## config.mk

```make
export PLATFORM = sky130hd
export DESIGN_NAME = awt_timer
export DESIGN_NICKNAME = d
export VERILOG_FILES = /design/src/logic/awt_pkg.sv /design/src/logic/awt_timer.sv
export SDC_FILE = /design/constraint.sdc
export NUM_CORES = 1
export LEC_CHECK = 0
export BUFFER_PORTS_ARGS = -buffer_cell sky130_fd_sc_hd__buf_2
export CAP_MARGIN = 25
export CORE_UTILIZATION = 45
export CTS_CLUSTER_SIZE = 24
export DETAILED_ROUTE_END_ITERATION = 12
export GPL_ROUTABILITY_DRIVEN = 1
export PLACE_DENSITY_LB_ADDON = 0.12
export SYNTH_ARGS = -nofsm -noshare
export SYNTH_HDL_FRONTEND = slang
export SYNTH_SLANG_ARGS = --single-unit
```

## constraint.sdc

```tcl
create_clock -name clock -period 2.15 [get_ports clock]
set_input_delay 0.43 -clock clock [delete_from_list [all_inputs] [get_ports clock]]
set_output_delay 0.43 -clock clock [all_outputs]
set_load 0.005 [all_outputs]
```

## src/logic/awt_pkg.sv

```systemverilog
// Purpose: Shared constants and types for the halt auto-wakeup timer
// Assumes: 125 MHz system clock, AXI4-Lite register access
// Notes:   Offsets 0x48/0x49 are word indices, not byte offsets: byte address = 4*idx
package awt_pkg;

  // ==========================================================
  // Register map
  // ==========================================================
  localparam logic [7:0] CSR_IDX   = 8'h48;  // Control/status index
  localparam logic [7:0] PRE_IDX   = 8'h49;  // Prescale index
  localparam logic [9:0] CSR_ADDR  = {CSR_IDX, 2'b00};
  localparam logic [9:0] PRE_ADDR  = {PRE_IDX, 2'b00};
  localparam logic [9:0] HALT_ADDR = 10'h200; // Halt status word index, writes ignored

  // ==========================================================
  // Fields and reset values
  // ==========================================================
  localparam int         FLAG_BIT  = 2;
  localparam int         MEAS_BIT  = 1;
  localparam int         EN_BIT    = 0;
  localparam logic [7:0] CSR_RST   = 8'h00;
  localparam logic [7:0] PRE_RST   = 8'hFF;
  localparam logic [7:0] PRE_BAD   = 8'h00;

  // ==========================================================
  // Timing
  // ==========================================================
  localparam int CLK_MHZ        = 125;
  localparam int FIXED_DIV      = 64;   // Fixed divider ahead of prescaler
  localparam int STAB_CYCLES    = 256;  // Main oscillator stabilisation
  localparam int OSC_DIV        = 32;   // Model wake RC as sysclk/OSC_DIV
  localparam int STARTUP_OSC    = 4;    // Wake RC start-up, in RC periods

  localparam logic [1:0] RESP_OK  = 2'b00;
  localparam logic [1:0] RESP_ERR = 2'b10;

  // Power state machine
  typedef enum logic [3:0] {
    ST_RUN   = 4'b0001,
    ST_HALT  = 4'b0010,
    ST_WAKE  = 4'b0100,
    ST_STAB  = 4'b1000
  } awt_state_t;

  // Halt control bundle to the core
  typedef struct packed {
    logic mainOscOn;
    logic intMaskClr;
    logic pushCc;
    logic wakeIrq;
  } awt_core_t;

endpackage : awt_pkg

```

## src/logic/awt_timer.sv

```systemverilog
// Purpose: Auto-wakeup from halt timer with AXI4-Lite registers
// Assumes: Wake RC oscillator modelled as enable pulse from sysclk divider
// Notes:   Core sequencing signals are flip-flop outputs
//
// Operation
// - HALT with wake_enable enters auto-wake halt
// - Wake RC feeds fixed then programmable divider
// - Expiry sets wake_flag and raises interrupt
// - Restart main oscillator, wait 256 cycles
// - Reading control register clears flag, interrupt
// - Writes to wake_flag position ignored
// - osc_measure routes RC clock to capture
// - Reset or exit interrupt also leaves halt
// - Entry forces interrupt mask bit zero
// - Main oscillator stopped during halt
// - Watchdog reset on HALT follows option
// - Push condition_code before servicing interrupt; pushCc only if wake_flag set
// - Control resets zero, upper bits zero
// - Flag bit2, measure bit1, enable bit0
// - Prescale register resets to all ones
// - Dividing factor equals prescale value
// - Zero write to prescale ignored
// - Halt time 64 times prescale plus start-up
//
// The AXI4-Lite slave port is this design's own decision.
`timescale 1ns/1ps
`default_nettype none
module awt_timer #(
  parameter int STAB = awt_pkg::STAB_CYCLES  // Stabilisation cycles
) (
  // Clock and reset
  input  wire  logic        clock,
  input  wire  logic        sys_rst,
  // Core halt handshake
  input  wire  logic        haltExec,     // HALT instruction executed
  input  wire  logic        exitIrq,      // Other exit-capable interrupt
  input  wire  logic        watchdogOn,   // Watchdog system enabled
  input  wire  logic        watchdogHaltOpt, // watchdog_halt_option
  output var   awt_pkg::awt_core_t core,  // Core sequencing
  output logic              inHalt,       // Auto-wake halt active
  output logic              wdgReset,     // Watchdog reset request
  output logic              captureClk,   // Wake RC to Lite timer capture
  // AXI4-Lite write
  input  wire  logic [11:0] s_axi_awaddr,
  input  wire  logic        s_axi_awvalid,
  output logic              s_axi_awready,
  input  wire  logic [31:0] s_axi_wdata,
  input  wire  logic [3:0]  s_axi_wstrb,
  input  wire  logic        s_axi_wvalid,
  output logic              s_axi_wready,
  output logic [1:0]        s_axi_bresp,
  output logic              s_axi_bvalid,
  input  wire  logic        s_axi_bready,
  // AXI4-Lite read
  input  wire  logic [11:0] s_axi_araddr,
  input  wire  logic        s_axi_arvalid,
  output logic              s_axi_arready,
  output logic [31:0]       s_axi_rdata,
  output logic [1:0]        s_axi_rresp,
  output logic              s_axi_rvalid,
  input  wire  logic        s_axi_rready
);

  // ==========================================================
  // Declarations
  // ==========================================================
  awt_pkg::awt_state_t state_r;            // Power state
  logic        enable_r;                   // wake_enable
  logic        measure_r;                  // osc_measure
  logic        flag_r;                     // wake_flag
  logic [7:0]  prescale_r;                 // wake_prescale
  logic [4:0]  oscDiv_r;                   // RC model divider
  logic        oscTick;                    // One wake RC period
  logic [5:0]  fixCnt_r;                   // Fixed divide-by-64
  logic [7:0]  preCnt_r;                   // Programmable count
  logic [2:0]  startCnt_r;                 // RC start-up periods
  logic [8:0]  stabCnt_r;                  // Stabilisation count
  logic        expire;                     // Delay elapsed
  logic [9:0]  awIdx_r;                    // Latched write word addr
  logic [31:0] wData_r;                    // Latched write data
  logic [3:0]  wStrb_r;                    // Latched strobes
  logic        haveAw_r;                   // Address held
  logic        haveW_r;                    // Data held
  logic        doWrite;                    // Commit write this cycle
  logic        rdCsr;                      // Control read commits
  logic [9:0]  stabLen_r;                  // Stabilisation length check

  // Word-index decode, used by read and write paths
  function automatic logic [1:0] decode(input logic [11:0] a);
    if (a[11:2] == {2'b00, awt_pkg::CSR_IDX})       decode = 2'd1;
    else if (a[11:2] == {2'b00, awt_pkg::PRE_IDX})  decode = 2'd2;
    else if (a[11:2] == awt_pkg::HALT_ADDR) decode = 2'd3;
    else                                    decode = 2'd0;
  endfunction : decode

  // ==========================================================
  // AXI write channel
  // ==========================================================
  assign doWrite = haveAw_r && haveW_r && !s_axi_bvalid;

  // Address and data taken independently, response after both
  always_ff @(posedge clock) begin
    if (sys_rst) begin
      haveAw_r      <= 1'b0;
      haveW_r       <= 1'b0;
      awIdx_r       <= 10'h000;
      wData_r       <= 32'h0000_0000;
      wStrb_r       <= 4'h0;
      s_axi_awready <= 1'b0;
      s_axi_wready  <= 1'b0;
      s_axi_bvalid  <= 1'b0;
      s_axi_bresp   <= awt_pkg::RESP_OK;
    end else begin
      s_axi_awready <= !haveAw_r && !s_axi_awready && s_axi_awvalid;
      s_axi_wready  <= !haveW_r && !s_axi_wready && s_axi_wvalid;
      if (s_axi_awvalid && s_axi_awready) begin
        haveAw_r <= 1'b1;
        awIdx_r  <= s_axi_awaddr[11:2];
      end
      if (s_axi_wvalid && s_axi_wready) begin
        haveW_r <= 1'b1;
        wData_r <= s_axi_wdata;
        wStrb_r <= s_axi_wstrb;
      end
      if (doWrite) begin
        // Unmapped word answers SLVERR
        s_axi_bvalid <= 1'b1;
        s_axi_bresp  <= (decode({awIdx_r, 2'b00}) == 2'd0) ?
                        awt_pkg::RESP_ERR : awt_pkg::RESP_OK;
        haveAw_r     <= 1'b0;
        haveW_r      <= 1'b0;
      end else if (s_axi_bvalid && s_axi_bready) begin
        s_axi_bvalid <= 1'b0;
      end
    end
  end

  // ==========================================================
  // AXI read channel
  // ==========================================================
  assign rdCsr = s_axi_arvalid && s_axi_arready &&
                 decode(s_axi_araddr) == 2'd1;

  // One-cycle accept pulse, data the cycle after
  always_ff @(posedge clock) begin
    if (sys_rst) begin
      s_axi_arready <= 1'b0;
      s_axi_rvalid  <= 1'b0;
      s_axi_rdata   <= 32'h0000_0000;
      s_axi_rresp   <= awt_pkg::RESP_OK;
    end else begin
      s_axi_arready <= !s_axi_arready && !s_axi_rvalid && s_axi_arvalid;
      if (s_axi_arvalid && s_axi_arready) begin
        s_axi_rvalid <= 1'b1;
        s_axi_rresp  <= awt_pkg::RESP_OK;
        s_axi_rdata  <= 32'h0000_0000;
        unique case (decode(s_axi_araddr))
          2'd1: s_axi_rdata[2:0] <= {flag_r, measure_r, enable_r};
          2'd2: s_axi_rdata[7:0] <= prescale_r;
          2'd3: s_axi_rdata[1:0] <= {wdgReset, inHalt};
          2'd0: s_axi_rresp <= awt_pkg::RESP_ERR;
        endcase
      end else if (s_axi_rvalid && s_axi_rready) begin
        s_axi_rvalid <= 1'b0;
      end
    end
  end

  // ==========================================================
  // Registers
  // ==========================================================
  // Control bits and prescaler, low byte lane only
  always_ff @(posedge clock) begin
    if (sys_rst) begin
      enable_r   <= awt_pkg::CSR_RST[awt_pkg::EN_BIT];
      measure_r  <= awt_pkg::CSR_RST[awt_pkg::MEAS_BIT];
      prescale_r <= awt_pkg::PRE_RST;
    end else if (doWrite && wStrb_r[0]) begin
      if (decode({awIdx_r, 2'b00}) == 2'd1) begin
        // Enable and measure bits; flag not written
        enable_r  <= wData_r[awt_pkg::EN_BIT];
        measure_r <= wData_r[awt_pkg::MEAS_BIT];
      end
      if (decode({awIdx_r, 2'b00}) == 2'd2 &&
          wData_r[7:0] != awt_pkg::PRE_BAD)
        prescale_r <= wData_r[7:0];
    end
  end

  // Flag: set wins over clear-on-read
  always_ff @(posedge clock) begin
    if (sys_rst) begin
      flag_r <= awt_pkg::CSR_RST[awt_pkg::FLAG_BIT];
    end else if (expire) begin
      flag_r <= 1'b1;
    end else if (rdCsr) begin
      flag_r <= 1'b0;
    end
  end

  // ==========================================================
  // Wake RC oscillator model and dividers
  // ==========================================================
  // RC runs only in halt or measurement, saving power otherwise
  always_ff @(posedge clock) begin
    if (sys_rst || !(state_r == awt_pkg::ST_HALT || measure_r))
      oscDiv_r <= 5'h00;
    else
      oscDiv_r <= oscDiv_r + 5'h01;
  end
  assign oscTick = (oscDiv_r == 5'(awt_pkg::OSC_DIV - 1));

  always_ff @(posedge clock) begin
    if (sys_rst) captureClk <= 1'b0;
    else captureClk <= measure_r && oscDiv_r[4];
  end

  // Fixed /64 then prescaler; cleared outside halt
  always_ff @(posedge clock) begin
    if (sys_rst || state_r != awt_pkg::ST_HALT || !enable_r) begin
      startCnt_r <= 3'h0;
      fixCnt_r   <= 6'h00;
      preCnt_r   <= 8'h00;
    end else if (oscTick) begin
      if (startCnt_r != 3'(awt_pkg::STARTUP_OSC))
        startCnt_r <= startCnt_r + 3'h1;
      else begin
        fixCnt_r <= fixCnt_r + 6'h01;
        if (fixCnt_r == 6'(awt_pkg::FIXED_DIV - 1))
          preCnt_r <= preCnt_r + 8'h01;
      end
    end
  end

  assign expire = state_r == awt_pkg::ST_HALT && enable_r && oscTick &&
                  startCnt_r == 3'(awt_pkg::STARTUP_OSC) &&
                  fixCnt_r == 6'(awt_pkg::FIXED_DIV - 1) &&
                  preCnt_r == prescale_r - 8'h01;

  // ==========================================================
  // Power state machine
  // ==========================================================
  always_ff @(posedge clock) begin
    if (sys_rst) begin
      state_r   <= awt_pkg::ST_RUN;
      stabCnt_r <= 9'h000;
    end else begin
      unique case (state_r)
        awt_pkg::ST_RUN: begin
          if (haltExec && enable_r) state_r <= awt_pkg::ST_HALT;
        end
        awt_pkg::ST_HALT: begin
          if (expire || exitIrq) state_r <= awt_pkg::ST_WAKE;
        end
        awt_pkg::ST_WAKE: begin
          stabCnt_r <= 9'h000;
          state_r   <= awt_pkg::ST_STAB;
        end
        awt_pkg::ST_STAB: begin
          stabCnt_r <= stabCnt_r + 9'h001;
          if (stabCnt_r == 9'(STAB - 1)) state_r <= awt_pkg::ST_RUN;
        end
      endcase
    end
  end

  // Core handshake outputs
  always_ff @(posedge clock) begin
    if (sys_rst) begin
      core     <= '{mainOscOn: 1'b1, intMaskClr: 1'b0,
                    pushCc: 1'b0, wakeIrq: 1'b0};
      inHalt   <= 1'b0;
      wdgReset <= 1'b0;
    end else begin
      core.mainOscOn  <= !(state_r == awt_pkg::ST_HALT);
      core.intMaskClr <= state_r == awt_pkg::ST_RUN && haltExec &&
                         enable_r;
      core.pushCc     <= state_r == awt_pkg::ST_STAB &&
                         stabCnt_r == 9'(STAB - 1) && flag_r;
      // Interrupt follows flag; read clears it
      core.wakeIrq    <= (flag_r || expire) && !(rdCsr && !expire);
      inHalt          <= state_r == awt_pkg::ST_HALT;
      // Watchdog reset unless option allows halt
      wdgReset        <= haltExec && watchdogOn && !watchdogHaltOpt &&
                         state_r == awt_pkg::ST_RUN;
    end
  end

  // ==========================================================
  // Assertions
  // ==========================================================
  a_zero_write_ignored: assert property (
    @(posedge clock) disable iff (sys_rst)
    doWrite && wStrb_r[0] && decode({awIdx_r, 2'b00}) == 2'd2 &&
    wData_r[7:0] == 8'h00 |=> $stable(prescale_r))
    else $error("zero prescale write changed register");

  a_flag_set_expiry: assert property (
    @(posedge clock) disable iff (sys_rst)
    expire |=> flag_r && state_r == awt_pkg::ST_WAKE)
    else $error("expiry did not set flag or wake");

  a_read_clears_flag: assert property (
    @(posedge clock) disable iff (sys_rst)
    rdCsr && !expire |=> !flag_r && !core.wakeIrq)
    else $error("read did not clear flag");

  // Helper: cycles spent in stabilisation, long waits need a counter
  always_ff @(posedge clock) begin
    if (sys_rst || state_r != awt_pkg::ST_STAB) stabLen_r <= 10'h000;
    else stabLen_r <= stabLen_r + 10'h001;
  end
  a_stab_length: assert property (
    @(posedge clock) disable iff (sys_rst)
    (state_r == awt_pkg::ST_WAKE || state_r == awt_pkg::ST_STAB) |=>
    state_r == ((stabLen_r == 10'(STAB)) ? awt_pkg::ST_RUN : awt_pkg::ST_STAB))
    else $error("stabilisation length wrong");

  a_halt_entry: assert property (
    @(posedge clock) disable iff (sys_rst)
    state_r == awt_pkg::ST_RUN && haltExec |=>
    (state_r == awt_pkg::ST_HALT) == $past(enable_r))
    else $error("halt entry mismatch");

  a_mask_cleared: assert property (
    @(posedge clock) disable iff (sys_rst)
    $rose(inHalt) |-> $past(core.intMaskClr))
    else $error("mask not cleared on entry");

  a_osc_stopped: assert property (
    @(posedge clock) disable iff (sys_rst)
    inHalt |-> !core.mainOscOn)
    else $error("main oscillator running in halt");

  a_counter_idle: assert property (
    @(posedge clock) disable iff (sys_rst)
    state_r != awt_pkg::ST_HALT |=> preCnt_r == 8'h00 && fixCnt_r == 6'h00)
    else $error("wake counter not idle");

  a_exit_interrupt: assert property (
    @(posedge clock) disable iff (sys_rst)
    state_r == awt_pkg::ST_HALT && exitIrq |=> state_r == awt_pkg::ST_WAKE)
    else $error("exit interrupt ignored");

  a_wdg_option: assert property (
    @(posedge clock) disable iff (sys_rst)
    state_r == awt_pkg::ST_RUN && haltExec && watchdogOn && watchdogHaltOpt
    |=> !wdgReset)
    else $error("watchdog reset despite option");

endmodule : awt_timer
`default_nettype wire

```

Word-level counts from Yosys, hierarchy flattened
Index checks and enable logic that the tools add are counted.
- register bits: 91
- $add $sub $neg: 6
- eq/ne operators: 26
- multiplexer cells: 28
- bitwise logic cells: 1
- reduce and logical (&&, ||, !) cells: 65
- operators with widths (cell ; number):
    equality test 10 x 7 -> 1 bit, second input constant ; 4
    logical AND 1 bit ; 32
    2-to-1 mux 2 bit ; 14
    equality test 10 bit, second input constant ; 2
    case mux 9 bit (2 select lines) ; 1
    case mux 4 bit (4 select lines) ; 1
    logical NOT 1 bit ; 13
    2-to-1 mux 4 bit ; 3
    adder 9 x 1 -> 9 bit, second input constant ; 1
    equality test 9 x 8 -> 1 bit, second input constant ; 1
    adder 8 x 1 -> 8 bit, second input constant ; 1
    equality test 8 bit ; 1
    AND reduction 2 bit ; 4
    nonzero test 2 bit ; 4
    nonzero test 8 bit ; 1
    subtractor 8 x 1 -> 8 bit, second input constant ; 1
    adder 6 x 1 -> 6 bit, second input constant ; 1
    equality test 2 x 1 -> 1 bit, second input constant ; 3
    equality test 2 bit, second input constant ; 3
    equality test 6 bit, second input constant ; 1
    logical OR 1 bit ; 6
    2-to-1 mux 1 bit ; 6
    case mux 2 bit (3 select lines) ; 1
    AND reduction 3 bit ; 2
    other kinds (17) ; 19

Depth between registers and ports, before layout
- word-level depth: 10
- depth in mapped cells: 10
- mapped depth without buffers: 8

Worst setup path after synthesis
OpenSTA, ideal clock, no wires.
- path kind: register -> register
- start point: register oscDiv_r[0]
- end point: register state_r[1]
- arrival time: 1971 ps
- slack: 61 ps
- cell stages (with the launch flop): 10
- period minus slack after synthesis: 2089 ps
- cells stage by stage: dfxtp_1 -> ha_1 -> and3_1 -> ha_1 -> and3_1 -> clkbuf_1 -> and4_1 -> buf_2 -> nand4_1 -> o221a_2
- cells in the longest elaborated chain, start to end: 8
- RTL lines (what ; RTL line ; source):
    start: declaration ; awt_timer.sv:72 ; logic [4:0] oscDiv_r;
    start signal: assignment ; awt_timer.sv:209 ; oscDiv_r <= oscDiv_r + 5'h01;
    equality test 5 bit ; awt_timer.sv:211 ; assign oscTick = (oscDiv_r == 5'(awt_pkg::OSC_DIV - 1));
    logical AND 1 bit (2 in a row) ; awt_timer.sv:235 ; assign expire = state_r == awt_pkg::ST_HALT && enable_r && oscTick &&
    logical AND 1 bit ; awt_timer.sv:236 ; startCnt_r == 3'(awt_pkg::STARTUP_OSC) &&
    logical AND 1 bit ; awt_timer.sv:237 ; fixCnt_r == 6'(awt_pkg::FIXED_DIV - 1) &&
    logical OR 1 bit ; awt_timer.sv:253 ; if (expire || exitIrq) state_r <= awt_pkg::ST_WAKE;
    != test 2 x 1 -> 1 bit (no line) ; -- ;
    AND reduction 3 bit (no line) ; -- ;
    end signal: assignment ; awt_timer.sv:245 ; state_r <= awt_pkg::ST_RUN;
    end signal: assignment ; awt_timer.sv:253 ;
    end signal: assignment ; awt_timer.sv:257 ; state_r <= awt_pkg::ST_STAB;
    end: declaration ; awt_timer.sv:67 ; awt_pkg::awt_state_t state_r;
No other way between the ends.
A chain may end at the register's enable or synchronous reset.

Final worst setup path
- start point: register oscDiv_r[0]
- end point: register preCnt_r[6]
- cells in the longest elaborated chain, start to end: 2
- RTL lines (what ; RTL line ; source):
    equality test 5 bit ; awt_timer.sv:211 ;
    AND reduction 3 bit (no line) ; -- ;
    end signal: assignment ; awt_timer.sv:230 ; preCnt_r <= preCnt_r + 8'h01;
    end: declaration ; awt_timer.sv:75 ; logic [7:0] preCnt_r;
No other way between the ends.

==> out/metrics.cfg <==
[power_and_ir_drop]
total_power_w=0.00314
p_clk_share_pct=41.1
switchingPower_w=0.000709
power_density_nw_per_um2=679
pwr-share-comb_pct=4.9
irDropWorstVdd_uv=353
seqPwrFrac_pct=54.0
intPower_w=0.00243
p_leak_nw=1.82
switching_share_pct=22.6

[sta]
finalHoldViolCount=0
maxSlewHeadroom_pct=60.7
final_max_slew_viol_count=0
fin_ws_ps=184
clock_skew_ps=13.3
period_needed_ps=1970
fmaxAchievable_ghz=0.509
fin_crit_sh_pct=91.5
worst_pin_slew_ps=581
fin_setup_tns_ps=0
rsz0062_at_grt=false
setup_violations=0

[worst_setup_path]
crit_chain=ha_1 -> and3_1 -> ha_1 -> and3_1 -> and4_4 -> buf_4 -> nand4_1 -> xor2_1 -> nor2_1
endpoint_kind=register
critPathTopFamily=simple AND/OR/NAND/NOR gates
startpoint_type=register
crit_fanout=8
crit_type=register to register
slowest_stage=dfxtp_1
cpPeakStageDelay_ps=360
required_ps=2430
r2r_slack_ps=180
cp.buffers_inverters=1
arrival_ps=2250

[placed_design]
hpwl_um=6200
pre_cts_slack_ps=165
numPortBuffers=61
gp_congestion=0.761

[finish]
final_core_util_pct=53.3
fin_nets=619
drive_gt1_share_pct=18.8
diodes=0
area_growth_pct=14.7

[flow_run]
maxCapViolCount=0

[synth]
synthCells=476
ys_types=53
synth-async-reset-ratio_pct=0
synth_top_flop_cell=dfxtp_1
synth_top_area_share_pct=44.2
yosys-top-cells-area=dfxtp_1, nand2_1, nor2_1, buf_4, a21oi_1
syn_avg_cell_area_um2=8.47
syn_area_um2=4030
yosysTopAreaCell=dfxtp_1
synth-edff-count=0
ys_seq_area_share_pct=44.2
ys_warn_count=0
ys_ff_latch=89

[global_routing]
globalRoute.busiestLayer=met2
grt-ovfl-total=0
grt_use_met3_pct=3.83
met1_usage_pct=24.0
grt_use_met2_pct=29.7
grt_pass1_wl_um=14200
grt_max_degree=43
grtUsageTotal_pct=18.4
grt_antenna_before_repair=0
grt_pass1_vias=3063

[detailed_routing]
firstDrtPassIters=8
wl_per_cell_um=12.9
routed_wirelength_um=8400
drt-vias-per-instance=5.12
ant_nets=0
drcViolationCount=1
drtIter0Drc=109
dr_total_vias=3340

[floorplan]
num_rows=34
coreArea_um2=8680
die_h_um=96.7
io_pins=119
die_area_um2=9340
die_w_um=96.7
start_util_pct=46.5

[cts]
numCtsBuffers=9
cts.sinks=89
postCtsHoldBufs=0
clkLatencyLatePin_ps=350
clock-root-buffer=clkbuf_8
cts_max_level=3
clockBufferDepth=2
path_clk_slew_ps=80
cts_tree=done

[run_status]
violations=DRC
outcome=complete, but fails checks

[min_path]
hold_class=input port to register

==> stage by stage <==
step | area (µm²) | hold WS, ps | cells
3_5_place_dp | 4390 | 446 | 636
5_1_grt | 4620 | 227 | 652
6_report | 4620 | 230 | 652
4_1_cts | 4620 | 220 | 652
2_1_floorplan | 4130 | 418 | 501
3_3_place_gp | 4390 | 431 | 636
==> state kept, by name, indices dropped and copies added (netlist names), 3 cells and up <==
register and flops:
awIdx_r 10, stabCnt_r 9, preCnt_r 8, prescale_r 8
s_axi_rdata 8, wData_r 8, fixCnt_r 6, oscDiv_r 5
core 4, state_r 4, startCnt_r 3
==> cell usage in the layout (no fill, tap or decap), types with 5 or more instances in the layout <==
master	synthesis	layout
dfxtp_1	89	88
nand2_1	68	68
buf_2	2	61
nor2_1	56	56
a21oi_1	38	38
conb_1	1	26
o21ai_0	16	16
xor2_1	15	15
buf_4	26	12
inv_1	11	11
nand4_1	11	11
xnor2_1	10	10
nand3b_1	10	10
clkbuf_8	0	10
ha_1	9	9
a22oi_1	8	8
nor4b_1	7	7
and3_1	6	6
nor3_1	6	6
nor4_1	6	6
nand3_1	5	5
mux2i_1	5	5
==> timing repair <==
action / 4_1_cts / 5_1_grt
endpoints found under the setup margin: 0 / 2
setup buffers: 0 / 0
gates resized for setup: 0 / 2
==> synthesized netlist by cell type, types with 3 or more instances <==
library cell / n
nand3b_1: 10
clkbuf_1: 17
mux2i_1: 5
nand2b_1: 3
dfxtp_1: 89
a22oi_1: 8
a211oi_1: 3
nand3_1: 5
xor2_1: 15
o21bai_1: 3
nand4_1: 11
a211o_1: 3
nor4_1: 6
nor2b_1: 4
nor4b_1: 7
nor2_1: 56
xnor2_1: 10
o21ai_0: 16
a21oi_1: 38
buf_4: 26
inv_1: 11
nand2_1: 68
nor3_1: 6
o31ai_1: 4
and3_1: 6
ha_1: 9
==> path summary, 6_finish.rpt <==
kind / start / to / cells after the start
max: oscDiv_r[0]$_SDFF_PP0_ / preCnt_r[6]$_SDFFE_PP0P_ / 9
min: watchdogHaltOpt / wdgReset$_SDFF_PP0_ / 2
max reg2reg: oscDiv_r[0]$_SDFF_PP0_ / preCnt_r[6]$_SDFFE_PP0P_ / 9
min reg2reg: s_axi_rvalid$_SDFFE_PP0P_ / s_axi_arready$_SDFF_PP0_ / 1
==> per-layer routing <==
layer | wire [µm] | part of all wire, %
met1 | 3990 | 47
met2 | 3890 | 46
met3 | 382 | 4.5
met4 | 144 | 1.7
met5 | 0 | 0
==> power groups by stage <==
stage	sequential [W]	combinational, W	clock (W)
finish	0.00170	0.000154	0.00129
global route	0.00170	0.000172	0.00139
CTS	0.00170	0.000155	0.00131
detailed placement	0.00173	0.000154	0
global placement	0.00173	0.000152	0
floorplan	0.00173	0.000121	0
==> area by class of cell <==
class	count	area, µm²
fill	873	4060
multi-input combinational	354	2020
sequential	89	1780
timing repair buffer	74	415
clock buffer	10	138
tap	108	135
clock inverter	6	90.1
inverter	11	41.3
==> kinds of logic (layout without fill, tap and decap cells) <==
family	count (synthesis)	count (layout)	synth area share, %
and+or+nand+nor	202	202	25.0
DFF	89	89	44.2
AOI/OAI and AO/OA	85	85	12.6
buffers and inverters	58	101	8.07
xor gates and xnor gates	25	25	5.43
adders and majority gates	9	9	2.79
muxes	7	7	1.80
other	1	26	0.0930
(Power assumes the default switching activity.)
